File: config.mk
export PLATFORM = sky130hd
export DESIGN_NAME = iorl_port
export DESIGN_NICKNAME = d
export VERILOG_FILES = /design/src/iorl_pkg.sv /design/src/iorl_port.sv
export SDC_FILE = /design/constraint.sdc
export NUM_CORES = 1
export LEC_CHECK = 0
export BUFFER_PORTS_ARGS = -buffer_cell sky130_fd_sc_hd__buf_2
export CAP_MARGIN = 10
export CORE_MARGIN = 2
export CORE_UTILIZATION = 35
export DETAILED_ROUTE_END_ITERATION = 10
export PLACE_DENSITY = 0.65
export SETUP_SLACK_MARGIN = 0.02
export SLEW_MARGIN = 10
export SYNTH_ARGS = -nofsm -noshare
export SYNTH_HDL_FRONTEND = slang
export SYNTH_SLANG_ARGS = --single-unit
File: constraint.sdc
create_clock -name aclk -period 2.4 [get_ports aclk]
set_input_delay 0.36 -clock aclk [delete_from_list [all_inputs] [get_ports aclk]]
set_output_delay 0.36 -clock aclk [all_outputs]
set_load 0.01 [all_outputs]
File: src/iorl_pkg.sv
// package for the port reset / low-power pin control block
// assumes a 32-bit axi4-lite register bus and 8-bit byte addressing
package iorl_pkg;

    // register byte offsets
    localparam logic [7:0] OFF_DRIVE_MODE = 8'h00;
    localparam logic [7:0] OFF_OUT_DATA   = 8'h04;
    localparam logic [7:0] OFF_PIN_STATE  = 8'h08;
    localparam logic [7:0] OFF_IRQ_CFG    = 8'h0c;
    localparam logic [7:0] OFF_IRQ_STAT   = 8'h10;
    localparam logic [7:0] OFF_RST_CFG    = 8'h14;
    localparam logic [7:0] OFF_CTRL       = 8'h18;

    // field positions
    localparam int RST_CFG_LOADED_BIT = 8;
    localparam int CTRL_I2C_WAKE_BIT  = 0;

    // three-bit drive mode encodings
    localparam logic [2:0] DM_HIZ_ANALOG  = 3'h0;
    localparam logic [2:0] DM_HIZ_DIGITAL = 3'h1;
    localparam logic [2:0] DM_RES_UP      = 3'h2;
    localparam logic [2:0] DM_RES_DOWN    = 3'h3;
    localparam logic [2:0] DM_OD_LOW      = 3'h4;
    localparam logic [2:0] DM_OD_HIGH     = 3'h5;
    localparam logic [2:0] DM_STRONG      = 3'h6;
    localparam logic [2:0] DM_RES_UPDOWN  = 3'h7;

    // per-pin edge selection
    localparam logic [1:0] IRQ_NONE = 2'h0;
    localparam logic [1:0] IRQ_RISE = 2'h1;
    localparam logic [1:0] IRQ_FALL = 2'h2;
    localparam logic [1:0] IRQ_BOTH = 2'h3;

    // axi responses
    localparam logic [1:0] RESP_OKAY   = 2'h0;
    localparam logic [1:0] RESP_SLVERR = 2'h2;

    // latched write request
    typedef struct packed {
        logic [7:0]  addr;
        logic [31:0] data;
        logic [3:0]  strb;
    } iorl_wr_t;

    // bring-up sequence
    typedef enum logic [1:0] {ST_HOLD, ST_LOAD, ST_RUN} iorl_state_t;

endpackage

File: src/iorl_port.sv
// one i/o port: drive modes, reset pull load, pin events, scan chain
// assumes pad inputs synchronous to aclk and tap state strobes from
// an external test controller, also synchronous to aclk
`timescale 1ns/1ns
module iorl_port
    import iorl_pkg::*;
#(
    parameter int         N           = 8,
    parameter logic       I2C_WAKE_OK = 1'b0,
    parameter logic [N-1:0] TOLERANT  = '0
)(
    input  wire logic            aclk,
    input  wire logic            aresetn,
    input  wire logic [7:0]      s_axi_awaddr,
    input  wire logic            s_axi_awvalid,
    output logic                 s_axi_awready,
    input  wire logic [31:0]     s_axi_wdata,
    input  wire logic [3:0]      s_axi_wstrb,
    input  wire logic            s_axi_wvalid,
    output logic                 s_axi_wready,
    output logic [1:0]           s_axi_bresp,
    output logic                 s_axi_bvalid,
    input  wire logic            s_axi_bready,
    input  wire logic [7:0]      s_axi_araddr,
    input  wire logic            s_axi_arvalid,
    output logic                 s_axi_arready,
    output logic [31:0]          s_axi_rdata,
    output logic [1:0]           s_axi_rresp,
    output logic                 s_axi_rvalid,
    input  wire logic            s_axi_rready,
    input  wire logic            nv_reset_pull,
    input  wire logic            lp_mode,
    input  wire logic            i2c_addr_match,
    input  wire logic [N-1:0]    pad_in,
    output logic [3*N-1:0]       pad_mode,
    output logic [N-1:0]         pad_out,
    output logic [N-1:0]         pad_oe,
    output logic                 irq_req,
    output logic                 wake,
    input  wire logic            bs_capture,
    input  wire logic            bs_shift,
    input  wire logic            bs_update,
    input  wire logic            bs_extest,
    input  wire logic            bs_tdi,
    output logic                 bs_tdo
);

    iorl_state_t     st_ff;
    iorl_wr_t        wr_ff;
    logic            aw_got_ff, w_got_ff, i2c_wake_en_ff, rst_pull_ff;
    logic [3*N-1:0]  dm_ff, pad_mode_ff;
    logic [N-1:0]    out_ff, prev_ff, stat_ff, evt, pad_out_ff, pad_oe_ff;
    logic [2*N-1:0]  icfg_ff, bsr_ff, bsu_ff;
    logic            awready_ff, wready_ff, bvalid_ff, arready_ff, rvalid_ff;
    logic [1:0]      bresp_ff, rresp_ff;
    logic [31:0]     rdata_ff, rd_word;
    logic            rd_ok, wr_fire, irq_ff, wake_ff;

    // byte-lane merge of a write into an existing word
    function automatic logic [31:0] merge(input logic [31:0] old,
                                          input iorl_wr_t w);
        logic [31:0] r;
        r = old;
        for (int b = 0; b < 4; b++)
            if (w.strb[b]) r[8*b +: 8] = w.data[8*b +: 8];
        return r;
    endfunction

    // output enable implied by a drive mode and data bit
    function automatic logic mode_oe(input logic [2:0] m, input logic d);
        case (m)
            DM_STRONG:  return 1'b1;
            DM_OD_LOW:  return ~d;
            DM_OD_HIGH: return d;
            default:    return 1'b0; // resistive modes drive via pad
        endcase
    endfunction

    // bring-up: hold (nonvolatile pull captured on release), load it, then run
    always_ff @(posedge aclk)
    begin
        if (!aresetn)
            st_ff <= ST_HOLD;
        else if (st_ff == ST_HOLD)
            st_ff <= ST_LOAD;
        else
            st_ff <= ST_RUN;
    end

    // capture strap after release, never under reset
    always_ff @(posedge aclk)
    begin
        if (!aresetn)
            rst_pull_ff <= 1'b0;
        else if (st_ff == ST_HOLD)
            rst_pull_ff <= nv_reset_pull;
    end

    // axi write channel: address and data taken in either order
    assign wr_fire = aw_got_ff && w_got_ff && !bvalid_ff;
    always_ff @(posedge aclk)
    begin
        if (!aresetn)
        begin
            aw_got_ff  <= 1'b0;
            w_got_ff   <= 1'b0;
            awready_ff <= 1'b0;
            wready_ff  <= 1'b0;
            bvalid_ff  <= 1'b0;
            bresp_ff   <= RESP_OKAY;
            wr_ff      <= '0;
        end
        else
        begin
            if (s_axi_awvalid && awready_ff)
            begin
                aw_got_ff  <= 1'b1;
                wr_ff.addr <= s_axi_awaddr;
                awready_ff <= 1'b0;
            end
            else if (!aw_got_ff && !bvalid_ff)
                awready_ff <= 1'b1;
            if (s_axi_wvalid && wready_ff)
            begin
                w_got_ff   <= 1'b1;
                wr_ff.data <= s_axi_wdata;
                wr_ff.strb <= s_axi_wstrb;
                wready_ff  <= 1'b0;
            end
            else if (!w_got_ff && !bvalid_ff)
                wready_ff <= 1'b1;
            if (wr_fire)
            begin
                aw_got_ff <= 1'b0;
                w_got_ff  <= 1'b0;
                bvalid_ff <= 1'b1;
                bresp_ff  <= (wr_ff.addr > OFF_CTRL || wr_ff.addr[1:0] != 2'h0)
                             ? RESP_SLVERR : RESP_OKAY;
            end
            else if (bvalid_ff && s_axi_bready)
                bvalid_ff <= 1'b0;
        end
    end

    // software-owned configuration; reset load overrides drive modes
    always_ff @(posedge aclk)
    begin
        if (!aresetn)
        begin
            dm_ff          <= '0;
            out_ff         <= '0;
            icfg_ff        <= '0;
            i2c_wake_en_ff <= 1'b0;
        end
        else if (st_ff == ST_LOAD)
            dm_ff <= {N{rst_pull_ff ? DM_RES_UP : DM_RES_DOWN}};
        else if (wr_fire)
        begin
            // only bus writes and the reset load change these, so sleep keeps them
            case (wr_ff.addr)
                OFF_DRIVE_MODE: dm_ff <=
                    (3*N)'(merge(32'(dm_ff), wr_ff));
                OFF_OUT_DATA:   out_ff <= N'(merge(32'(out_ff), wr_ff));
                OFF_IRQ_CFG:    icfg_ff <=
                    (2*N)'(merge(32'(icfg_ff), wr_ff));
                // only the lane that holds the enable may change it
                OFF_CTRL:
                    if (wr_ff.strb[CTRL_I2C_WAKE_BIT / 8])
                        i2c_wake_en_ff <= wr_ff.data[CTRL_I2C_WAKE_BIT];
                default: ;
            endcase
        end
    end

    // edge detect per pin; runs regardless of low-power mode
    always_comb
    begin
        for (int i = 0; i < N; i++)
        begin
            case (icfg_ff[2*i +: 2])
                IRQ_RISE: evt[i] = pad_in[i] && !prev_ff[i];
                IRQ_FALL: evt[i] = !pad_in[i] && prev_ff[i];
                IRQ_BOTH: evt[i] = pad_in[i] ^ prev_ff[i];
                default:  evt[i] = 1'b0;
            endcase
        end
    end

    // sticky status, write one to clear, a new event beats the clear
    always_ff @(posedge aclk)
    begin
        if (!aresetn)
        begin
            prev_ff <= '0;
            stat_ff <= '0;
            irq_ff  <= 1'b0;
            wake_ff <= 1'b0;
        end
        else
        begin
            prev_ff <= pad_in;
            if (wr_fire && wr_ff.addr == OFF_IRQ_STAT)
                stat_ff <= (stat_ff & ~N'(merge(32'h0, wr_ff))) | evt;
            else
                stat_ff <= stat_ff | evt;
            irq_ff <= |stat_ff;
            // i2c match only wakes when these pins are the dedicated ones
            wake_ff <= lp_mode && (|stat_ff || (i2c_wake_en_ff &&
                       I2C_WAKE_OK && i2c_addr_match));
        end
    end

    // boundary scan: low half pin values, high half enables
    always_ff @(posedge aclk)
    begin
        if (!aresetn)
        begin
            bsr_ff <= '0;
            bsu_ff <= '0;
        end
        else
        begin
            if (bs_capture)
                bsr_ff <= {pad_oe_ff, pad_in};
            else if (bs_shift)
                bsr_ff <= {bs_tdi, bsr_ff[2*N-1:1]};
            if (bs_update)
                bsu_ff <= bsr_ff;
        end
    end

    // pad drive; analog hi-z until the pull load is done
    always_ff @(posedge aclk)
    begin
        if (!aresetn || st_ff != ST_RUN)
        begin
            pad_mode_ff <= '0;
            pad_out_ff  <= '0;
            pad_oe_ff   <= '0;
        end
        else if (bs_extest)
        begin
            // scan owns the pins during board test
            pad_mode_ff <= {N{DM_STRONG}};
            pad_out_ff  <= bsu_ff[N-1:0];
            pad_oe_ff   <= bsu_ff[2*N-1:N];
        end
        else
        begin
            pad_mode_ff <= dm_ff;
            pad_out_ff  <= out_ff;
            for (int i = 0; i < N; i++)
                pad_oe_ff[i] <= mode_oe(dm_ff[3*i +: 3], out_ff[i]);
        end
    end

    // read decode; unmapped or misaligned answers slverr
    always_comb
    begin
        rd_word = 32'h0;
        rd_ok   = s_axi_araddr[1:0] == 2'h0;
        case (s_axi_araddr)
            OFF_DRIVE_MODE: rd_word = 32'(dm_ff);
            OFF_OUT_DATA:   rd_word = 32'(out_ff);
            OFF_PIN_STATE:  rd_word = 32'(pad_in);
            OFF_IRQ_CFG:    rd_word = 32'(icfg_ff);
            OFF_IRQ_STAT:   rd_word = 32'(stat_ff);
            OFF_RST_CFG:    rd_word = 32'({st_ff == ST_RUN, 7'h0,
                                           rst_pull_ff});
            OFF_CTRL:       rd_word = 32'({TOLERANT, 7'h0, i2c_wake_en_ff});
            default:        rd_ok = 1'b0;
        endcase
    end

    // axi read channel, one outstanding read
    always_ff @(posedge aclk)
    begin
        if (!aresetn)
        begin
            arready_ff <= 1'b0;
            rvalid_ff  <= 1'b0;
            rdata_ff   <= '0;
            rresp_ff   <= RESP_OKAY;
        end
        else if (s_axi_arvalid && arready_ff)
        begin
            arready_ff <= 1'b0;
            rvalid_ff  <= 1'b1;
            rdata_ff   <= rd_word;
            rresp_ff   <= rd_ok ? RESP_OKAY : RESP_SLVERR;
        end
        else if (rvalid_ff && s_axi_rready)
            rvalid_ff <= 1'b0;
        else if (!rvalid_ff)
            arready_ff <= 1'b1;
    end

    assign s_axi_awready = awready_ff;
    assign s_axi_wready  = wready_ff;
    assign s_axi_bvalid  = bvalid_ff;
    assign s_axi_bresp   = bresp_ff;
    assign s_axi_arready = arready_ff;
    assign s_axi_rvalid  = rvalid_ff;
    assign s_axi_rdata   = rdata_ff;
    assign s_axi_rresp   = rresp_ff;
    assign pad_mode      = pad_mode_ff;
    assign pad_out       = pad_out_ff;
    assign pad_oe        = pad_oe_ff;
    assign irq_req       = irq_ff;
    assign wake          = wake_ff;
    assign bs_tdo        = bsr_ff[0];

    // checks
    a_hiz_in_reset: assert property (@(posedge aclk)
        !aresetn |=> pad_mode_ff == '0 && pad_oe_ff == '0)
        else $error("pins not analog hi-z in reset");
    a_nv_capture: assert property (
        @(posedge aclk) disable iff (!aresetn)
        st_ff == ST_HOLD |=> rst_pull_ff == $past(nv_reset_pull))
        else $error("reset pull not captured at release");
    a_pull_applied: assert property (
        @(posedge aclk) disable iff (!aresetn)
        st_ff == ST_LOAD |=> ##1 pad_mode_ff[2:0] ==
        ($past(rst_pull_ff, 2) ? DM_RES_UP : DM_RES_DOWN)
        || $past(bs_extest))
        else $error("loaded pull not on pins");
    a_sleep_retain: assert property (
        @(posedge aclk) disable iff (!aresetn)
        lp_mode && !wr_fire && st_ff == ST_RUN
        |=> $stable(dm_ff) && $stable(out_ff))
        else $error("pin state changed in low power");
    a_sleep_wake: assert property (
        @(posedge aclk) disable iff (!aresetn)
        (lp_mode && evt != '0) ##1 lp_mode |=> wake_ff)
        else $error("pin event did not wake");
    a_scan_capture: assert property (
        @(posedge aclk) disable iff (!aresetn)
        bs_capture |=> bsr_ff[N-1:0] == $past(pad_in))
        else $error("scan capture wrong");
    // on plain pins a match alone must not wake, only pin events may
    a_i2c_wake: assert property (
        @(posedge aclk) disable iff (!aresetn)
        lp_mode && i2c_addr_match && i2c_wake_en_ff
        |=> wake_ff == (I2C_WAKE_OK || irq_ff))
        else $error("i2c match wake wrong");
    a_mode_follows: assert property (
        @(posedge aclk) disable iff (!aresetn)
        st_ff == ST_RUN && !bs_extest |=> pad_mode_ff == $past(dm_ff))
        else $error("pad mode not from field");
    a_event_sets: assert property (
        @(posedge aclk) disable iff (!aresetn)
        evt != '0 |=> (stat_ff & $past(evt)) == $past(evt)
        ##1 irq_ff)
        else $error("event lost or no request");
    a_hiz_till_load: assert property (@(posedge aclk)
        st_ff != ST_RUN |=> pad_oe_ff == '0 && pad_mode_ff == '0)
        else $error("pins driven before load");
    c_bringup: cover property (@(posedge aclk)
        st_ff == ST_LOAD ##1 st_ff == ST_RUN);
    c_wake: cover property (@(posedge aclk) lp_mode ##1 wake_ff);
    c_extest: cover property (@(posedge aclk) bs_update ##1 bs_extest);
    c_write: cover property (@(posedge aclk) wr_fire ##1 s_axi_bready);

endmodule

==> impl_metrics.yaml, run 1 <==
global_routing:
  grt_pass1_vias: 6582
  track_usage_pct: 17.6
  antenna_found_initial: 1
  grt_first_pass_wirelength_um: 36700
  grt_overflow_total: 0
  grt_max_degree: 57
worst_setup_path:
  critPathSlowestCell: "or4_4"
  cp-start-kind: "flip-flop"
  worst-path-max-fanout: 24
  required_ns: 2.75
  path_class: "flip-flop to flip-flop"
  cp_cell_sequence: "or4_4 -> or3_1 -> buf_4 -> o21ai_0 -> a21oi_1"
  end_kind: "flip-flop"
  arrival_ns: 2.40
  cpPeakStageDelay_ns: 0.62
die:
  die_h_um: 162
  row_count: 57
  die_area_um2: 26100
  coreArea_um2: 24300
  start_util_pct: 35.7
  boundaryPins: 159
  die_w_um: 162
timing:
  tightest_slew_ns: 0.624
  period_minus_slack_ns: 2.05
  tns_ns: 0
  hold_viol: 0
  finalHoldWorstSlack_ns: 0.0565
  finalSetupViolations: 0
  rsz0062_at_grt: "no"
  period_share_pct: 85.4
  finalClockSkew_ns: 0.0210
  slew_headroom_pct: 58.3
  final_max_slew_viol_count: 0
  fmax_ghz: 0.488
place:
  dpl.hpwl_um: 17200
  gp_congestion: 0.846
  place_inst: 1404
  port_buffers: 138
synth:
  synth_top_family_by_area: "simple AND/OR/NAND/NOR gates"
  netlist_area_um2: 8690
  yosys-top-cells-area: "dfxtp_1, mux2i_1, a21oi_1"
  ys_top_cells_by_count: "dfxtp_1, nor2_1, a21oi_1"
  synth-seq-cells: 210
  ys_seq_area_share_pct: 48.4
  synth_compound_area_share_pct: 15.9
  yosys_most_used_dff: "dfxtp_1"
  syn_area_per_cell_um2: 8.84
  synthAdderAreaFrac_pct: 2.30
  yosysMostFrequentCell: "dfxtp_1"
  synthCells: 983
  synth_area_leader_cell: "dfxtp_1"
  ys_types: 52
  synth-simple-area-share_pct: 19.9
  synth.top_cell.area_share_pct: 48.4
  yosys_warnings: 0
  async_flop_share_pct: 0
  synth-xor-area-share_pct: 0.807
  synth_edf_count: 0
  synth_mux_area_share_pct: 7.62
clocking:
  clockBufferDepth: 3
  cts_tree: "yes"
  cts_resized: 0
  path_clk_slew_ns: 0.06
  cts_setup_buffers: 0
  hold_buffers: 0
  numCtsBuffers: 23
  cts_num_sinks: 210
  cts_root_buf: "clkbuf_16"
  cts-htree-levels: 1
  clock_latency_ns: 0.51
drt:
  wl_per_cell_um: 16.3
  viasPerCell: 5.05
  remaining_drc_errors: 0
  route.vias.total: 7302
  wl_um: 23600
  first_pass_iters: 5
  final_antenna_net_count: 0
  drtIter0Drc: 614
layout:
  layoutNonFillerInstCount: 1446
  post_route_cells_drive_above_1_share_pct: 19.6
  syn2layout_area_growth_pct: 19.7
  nets: 1196
  fin_util_pct: 42.8
power:
  p_per_area_nw_per_um2: 741
  p_leak_nw: 4.21
  irDropWorstVdd_mv: 0.397
status:
  outcome: "finished, final reports clean"
hold_path:
  holdCritPathClass: "input pin to flip-flop"
flow_run:
  cap_violations: 0
-- cells by family (layout without fill, tap and decap cells) --
group / Yosys count / after routing
simple gates: 354 / 354
mux: 64 / 64
compound gates: 227 / 227
other cells: 1 / 12
flops: 210 / 210
fa+ha+maj: 16 / 16
buf+inv: 103 / 231
xor+xnor: 8 / 8
-- layout by cell type, fill, tap and decap left out, types with 9 or more instances in the layout --
cell	instances
buf_4	26
buf_2	138
o21a_1	9
mux2i_1	56
nand2_1	97
and2_1	12
nand3b_1	11
nand4_1	16
nor3_1	15
nor2_1	120
a21oi_1	106
o21ai_0	34
dfxtp_1	210
inv_1	26
clkbuf_16	23
a22o_1	10
a22oi_1	15
conb_1	10
nand3_1	25
or3_1	9
ha_1	16
a211oi_1	28
nor2b_1	22
-- critical path: cells and delay by family, from the launching register on --
kind                   cells  cell delay [ns]
and+or+nand+nor            2             1.07
buffers and inverters      1             0.24
AOI/OAI and AO/OA          2             0.29
DFF                        1             0.31
-- where the power goes --
group | leakage (nW) | switching, W | internal, W | total (W)
Clock | 0.359 | 0.00138 | 0.00199 | 0.00337
Combinational | 2.15 | 0.000370 | 0.000241 | 0.000610
Sequential | 1.71 | 0.000126 | 0.00360 | 0.00373
-- metrics by stage --
stage | total power [W] | cell area, um^2 | setup WS (ns)
after floorplan | 0.00419 | 8720 | 0.430
final | 0.00770 | 10400 | 0.350
after global routing | 0.00800 | 10400 | 0.259
after global placement | 0.00440 | 9670 | 0.368
after CTS | 0.00777 | 10400 | 0.343
after detailed placement | 0.00441 | 9670 | 0.342
-- state kept, by name, indices dropped and copies added, names as in the netlist, 2 cells and up --
signal and count:
dm_ff 24, wr_ff 35, st_ff 2, pad_mode 24, out_ff 8, icfg_ff 16, prev_ff 8, s_axi_rdata 24
pad_out 8, pad_oe 8, stat_ff 8, bsr_ff 16, bsu_ff 16
-- path summary, 6_finish.rpt --
path                                      from                           end  depth (start not counted)  slack, ns
setup reg to reg        wr_ff[37]$_SDFFE_PN0P_      icfg_ff[12]$_SDFFE_PN0P_                          5       0.35
setup / recovery        wr_ff[37]$_SDFFE_PN0P_      icfg_ff[12]$_SDFFE_PN0P_                          5       0.35
hold reg to reg   s_axi_rdata[14]$_SDFFE_PN0P_  s_axi_rdata[14]$_SDFFE_PN0P_                          2       0.45
hold / removal                         lp_mode               wake$_SDFF_PN0_                          2       0.06
-- metal layers --
| metal | GRT usage (%) | vias to the layer above | part of all wire, % |
|---|---|---|---|
| li1 | - | 3637 | - |
| met4 | 5.40 | 0 | 2.8 |
| met1 | 26.8 | 3381 | 48 |
| met5 | 0 | - | 0 |
| met3 | 2.70 | 44 | 6.9 |
| met2 | 25.5 | 240 | 42 |
-- cell type report --
cell class                 count  area, um^2
sequential                   210        4200
clock inverter                 9        76.3
inverter                      27         103
multi-input combinational    679        4080
fill                        2444       13900
tap                          324         405
clock buffer                  31         646
timing repair buffer         164         886
antenna                        2        5.00
Note: power is estimated with default switching activity, not from simulation.
==> inputs of run 2 (changes only) <==
--- a/config.mk
+++ b/config.mk
@@ -9,8 +9,9 @@
 export CAP_MARGIN = 10
 export CORE_MARGIN = 2
 export CORE_UTILIZATION = 35
+export CTS_BUF_LIST = sky130_fd_sc_hd__clkbuf_4
 export DETAILED_ROUTE_END_ITERATION = 10
-export PLACE_DENSITY = 0.65
+export PLACE_DENSITY_LB_ADDON = 0.1
 export SETUP_SLACK_MARGIN = 0.02
 export SLEW_MARGIN = 10
 export SYNTH_ARGS = -nofsm -noshare
==> impl_metrics.yaml, run 2 (synthesis results as in run 1) <==
power:
  irDropWorstVdd_mv: 0.292
  p_leak_nw: 4.49
  p_per_area_nw_per_um2: 696
layout:
  largest_reg_flops: 35
  layout.cells.most_common_list: "dfxtp_1, buf_2, nor2_1, a21oi_1, nand2_1"
  syn2layout_area_growth_pct: 25.1
  regMostFlops: "wr_ff"
  layout.cells.most_common: "dfxtp_1"
  nets: 1277
  post_route_cells_drive_above_1_share_pct: 22.4
  fin_util_pct: 44.7
  design_area_um2: 10900
  multi_input_area_um2: 4080
  layout.area.seq_um2: 4200
  fillCellCount: 2484
timing:
  finalClockSkew_ns: 0.0418
  tightest_slew_ns: 0.834
  rsz0062_at_grt: "no"
  finalSetupViolations: 0
  tns_ns: 0
  final_max_slew_viol_count: 0
  hold_viol: 0
  layout_setup_ws_ns: 0.312
  slew_headroom_pct: 44.0
  fmax_ghz: 0.479
  period_minus_slack_ns: 2.09
  period_share_pct: 87.0
place:
  gp_congestion: 0.817
  port_buffers: 138
  pre_cts_slack_ns: 0.344
  dpl.hpwl_um: 18000
  dpl_cell_area_um2: 9680
global_routing:
  grt_pass1_vias: 7307
  track_usage_pct: 19.3
  grt_first_pass_wirelength_um: 39800
  antenna_found_initial: 1
  grt_max_degree: 38
  grt_overflow_total: 0
die:
  row_count: 57
  start_util_pct: 35.7
  die_h_um: 162
  die_w_um: 162
  die_area_um2: 26100
  boundaryPins: 159
  coreArea_um2: 24300
clocking:
  cts_num_sinks: 210
  clockBufferDepth: 3
  cts_setup_buffers: 0
  clock_latency_ns: 0.68
  path_clk_slew_ns: 0.06
  hold_buffers: 45
  cts_resized: 0
  numCtsBuffers: 58
  cts_tree: "yes"
  cts-htree-levels: 2
  cts_root_buf: "clkbuf_4"
drt:
  wl_per_cell_um: 16.3
  wl_um: 25400
  first_pass_iters: 6
  drtIter0Drc: 584
  remaining_drc_errors: 0
  route.vias.total: 7530
  final_antenna_net_count: 0
  viasPerCell: 4.84
hold_path:
  holdCritPathClass: "input pin to flip-flop"
worst_setup_path:
  arrival_ns: 2.69
  path_class: "flip-flop to flip-flop"
  cp-start-kind: "flip-flop"
  worst-path-max-fanout: 26
  required_ns: 3.00
  end_kind: "flip-flop"
flow_run:
  cap_violations: 0
status:
  outcome: "finished, final reports clean"
==> run 2: cell types whose count changed in the layout (fill, tap and decap cells not counted), moves of 4 or more <==
cell           before  now
clkbuf_4            0   90
dlygate4sd3_1       0   45
clkbuf_16          23    0
clkinv_1            0   12
clkinv_2            7    0
clkbuf_1            4    0
clkbuf_8            4    0
==> run 2: cell type report <==
type / count / area share, %
Antenna cell: 1 / 0.0230
Clock buffer: 90 / 6.22
Clock inverter: 14 / 0.518
Inverter: 27 / 0.956
Multi-Input combinational cell: 679 / 37.5
Sequential cell: 210 / 38.7
Tap cell: 324 / 3.73
Timing Repair Buffer: 210 / 12.4
==> run 2: routing by layer <==
layer | GRT usage (%) | share of wire (%) | wire length, um
met1 | 27.6 | 50 | 12600
met2 | 29.6 | 43 | 11000
met3 | 3.65 | 5.3 | 1340
met4 | 5.84 | 1.9 | 479
met5 | 0 | 0 | 0
==> run 2: per-stage QoR <==
stage	hold slack (ns)	total power, W	instances
5_1_grt	0.0172	0.00797	1555
4_1_cts	0.00276	0.00767	1554
6_report	0.0388	0.00756	1555
2_1_floorplan	0.431	0.00419	992
3_5_place_dp	0.442	0.00443	1405
3_3_place_gp	0.441	0.00442	1405
==> run 2: final timing paths <==
path         slack [ns]  cells after the start                    end                    from
min reg2reg        0.45                      2   pad_oe[0]$_SDFF_PP0_  bsu_ff[8]$_SDFFE_PN0P_
max reg2reg        0.31                      5  dm_ff[6]$_SDFFE_PN0P_  wr_ff[37]$_SDFFE_PN0P_
min                0.04                      3  prev_ff[3]$_SDFF_PN0_               pad_in[3]
max                0.31                      5  dm_ff[6]$_SDFFE_PN0P_  wr_ff[37]$_SDFFE_PN0P_
==> run 2: worst max-delay path, stage by stage, from the launching register on <==
cell	delay (ns)
dfxtp_1	0.31
or4_4	0.62
or3_1	0.37
buf_4	0.24
nor4b_4	0.30
a221o_1	0.17
==> run 2: power by group <==
group / switching, W / leakage, nW / internal (W)
Sequential: 0.000126 / 1.71 / 0.00360
Clock: 0.00147 / 0.437 / 0.00169
Combinational: 0.000386 / 2.34 / 0.000289
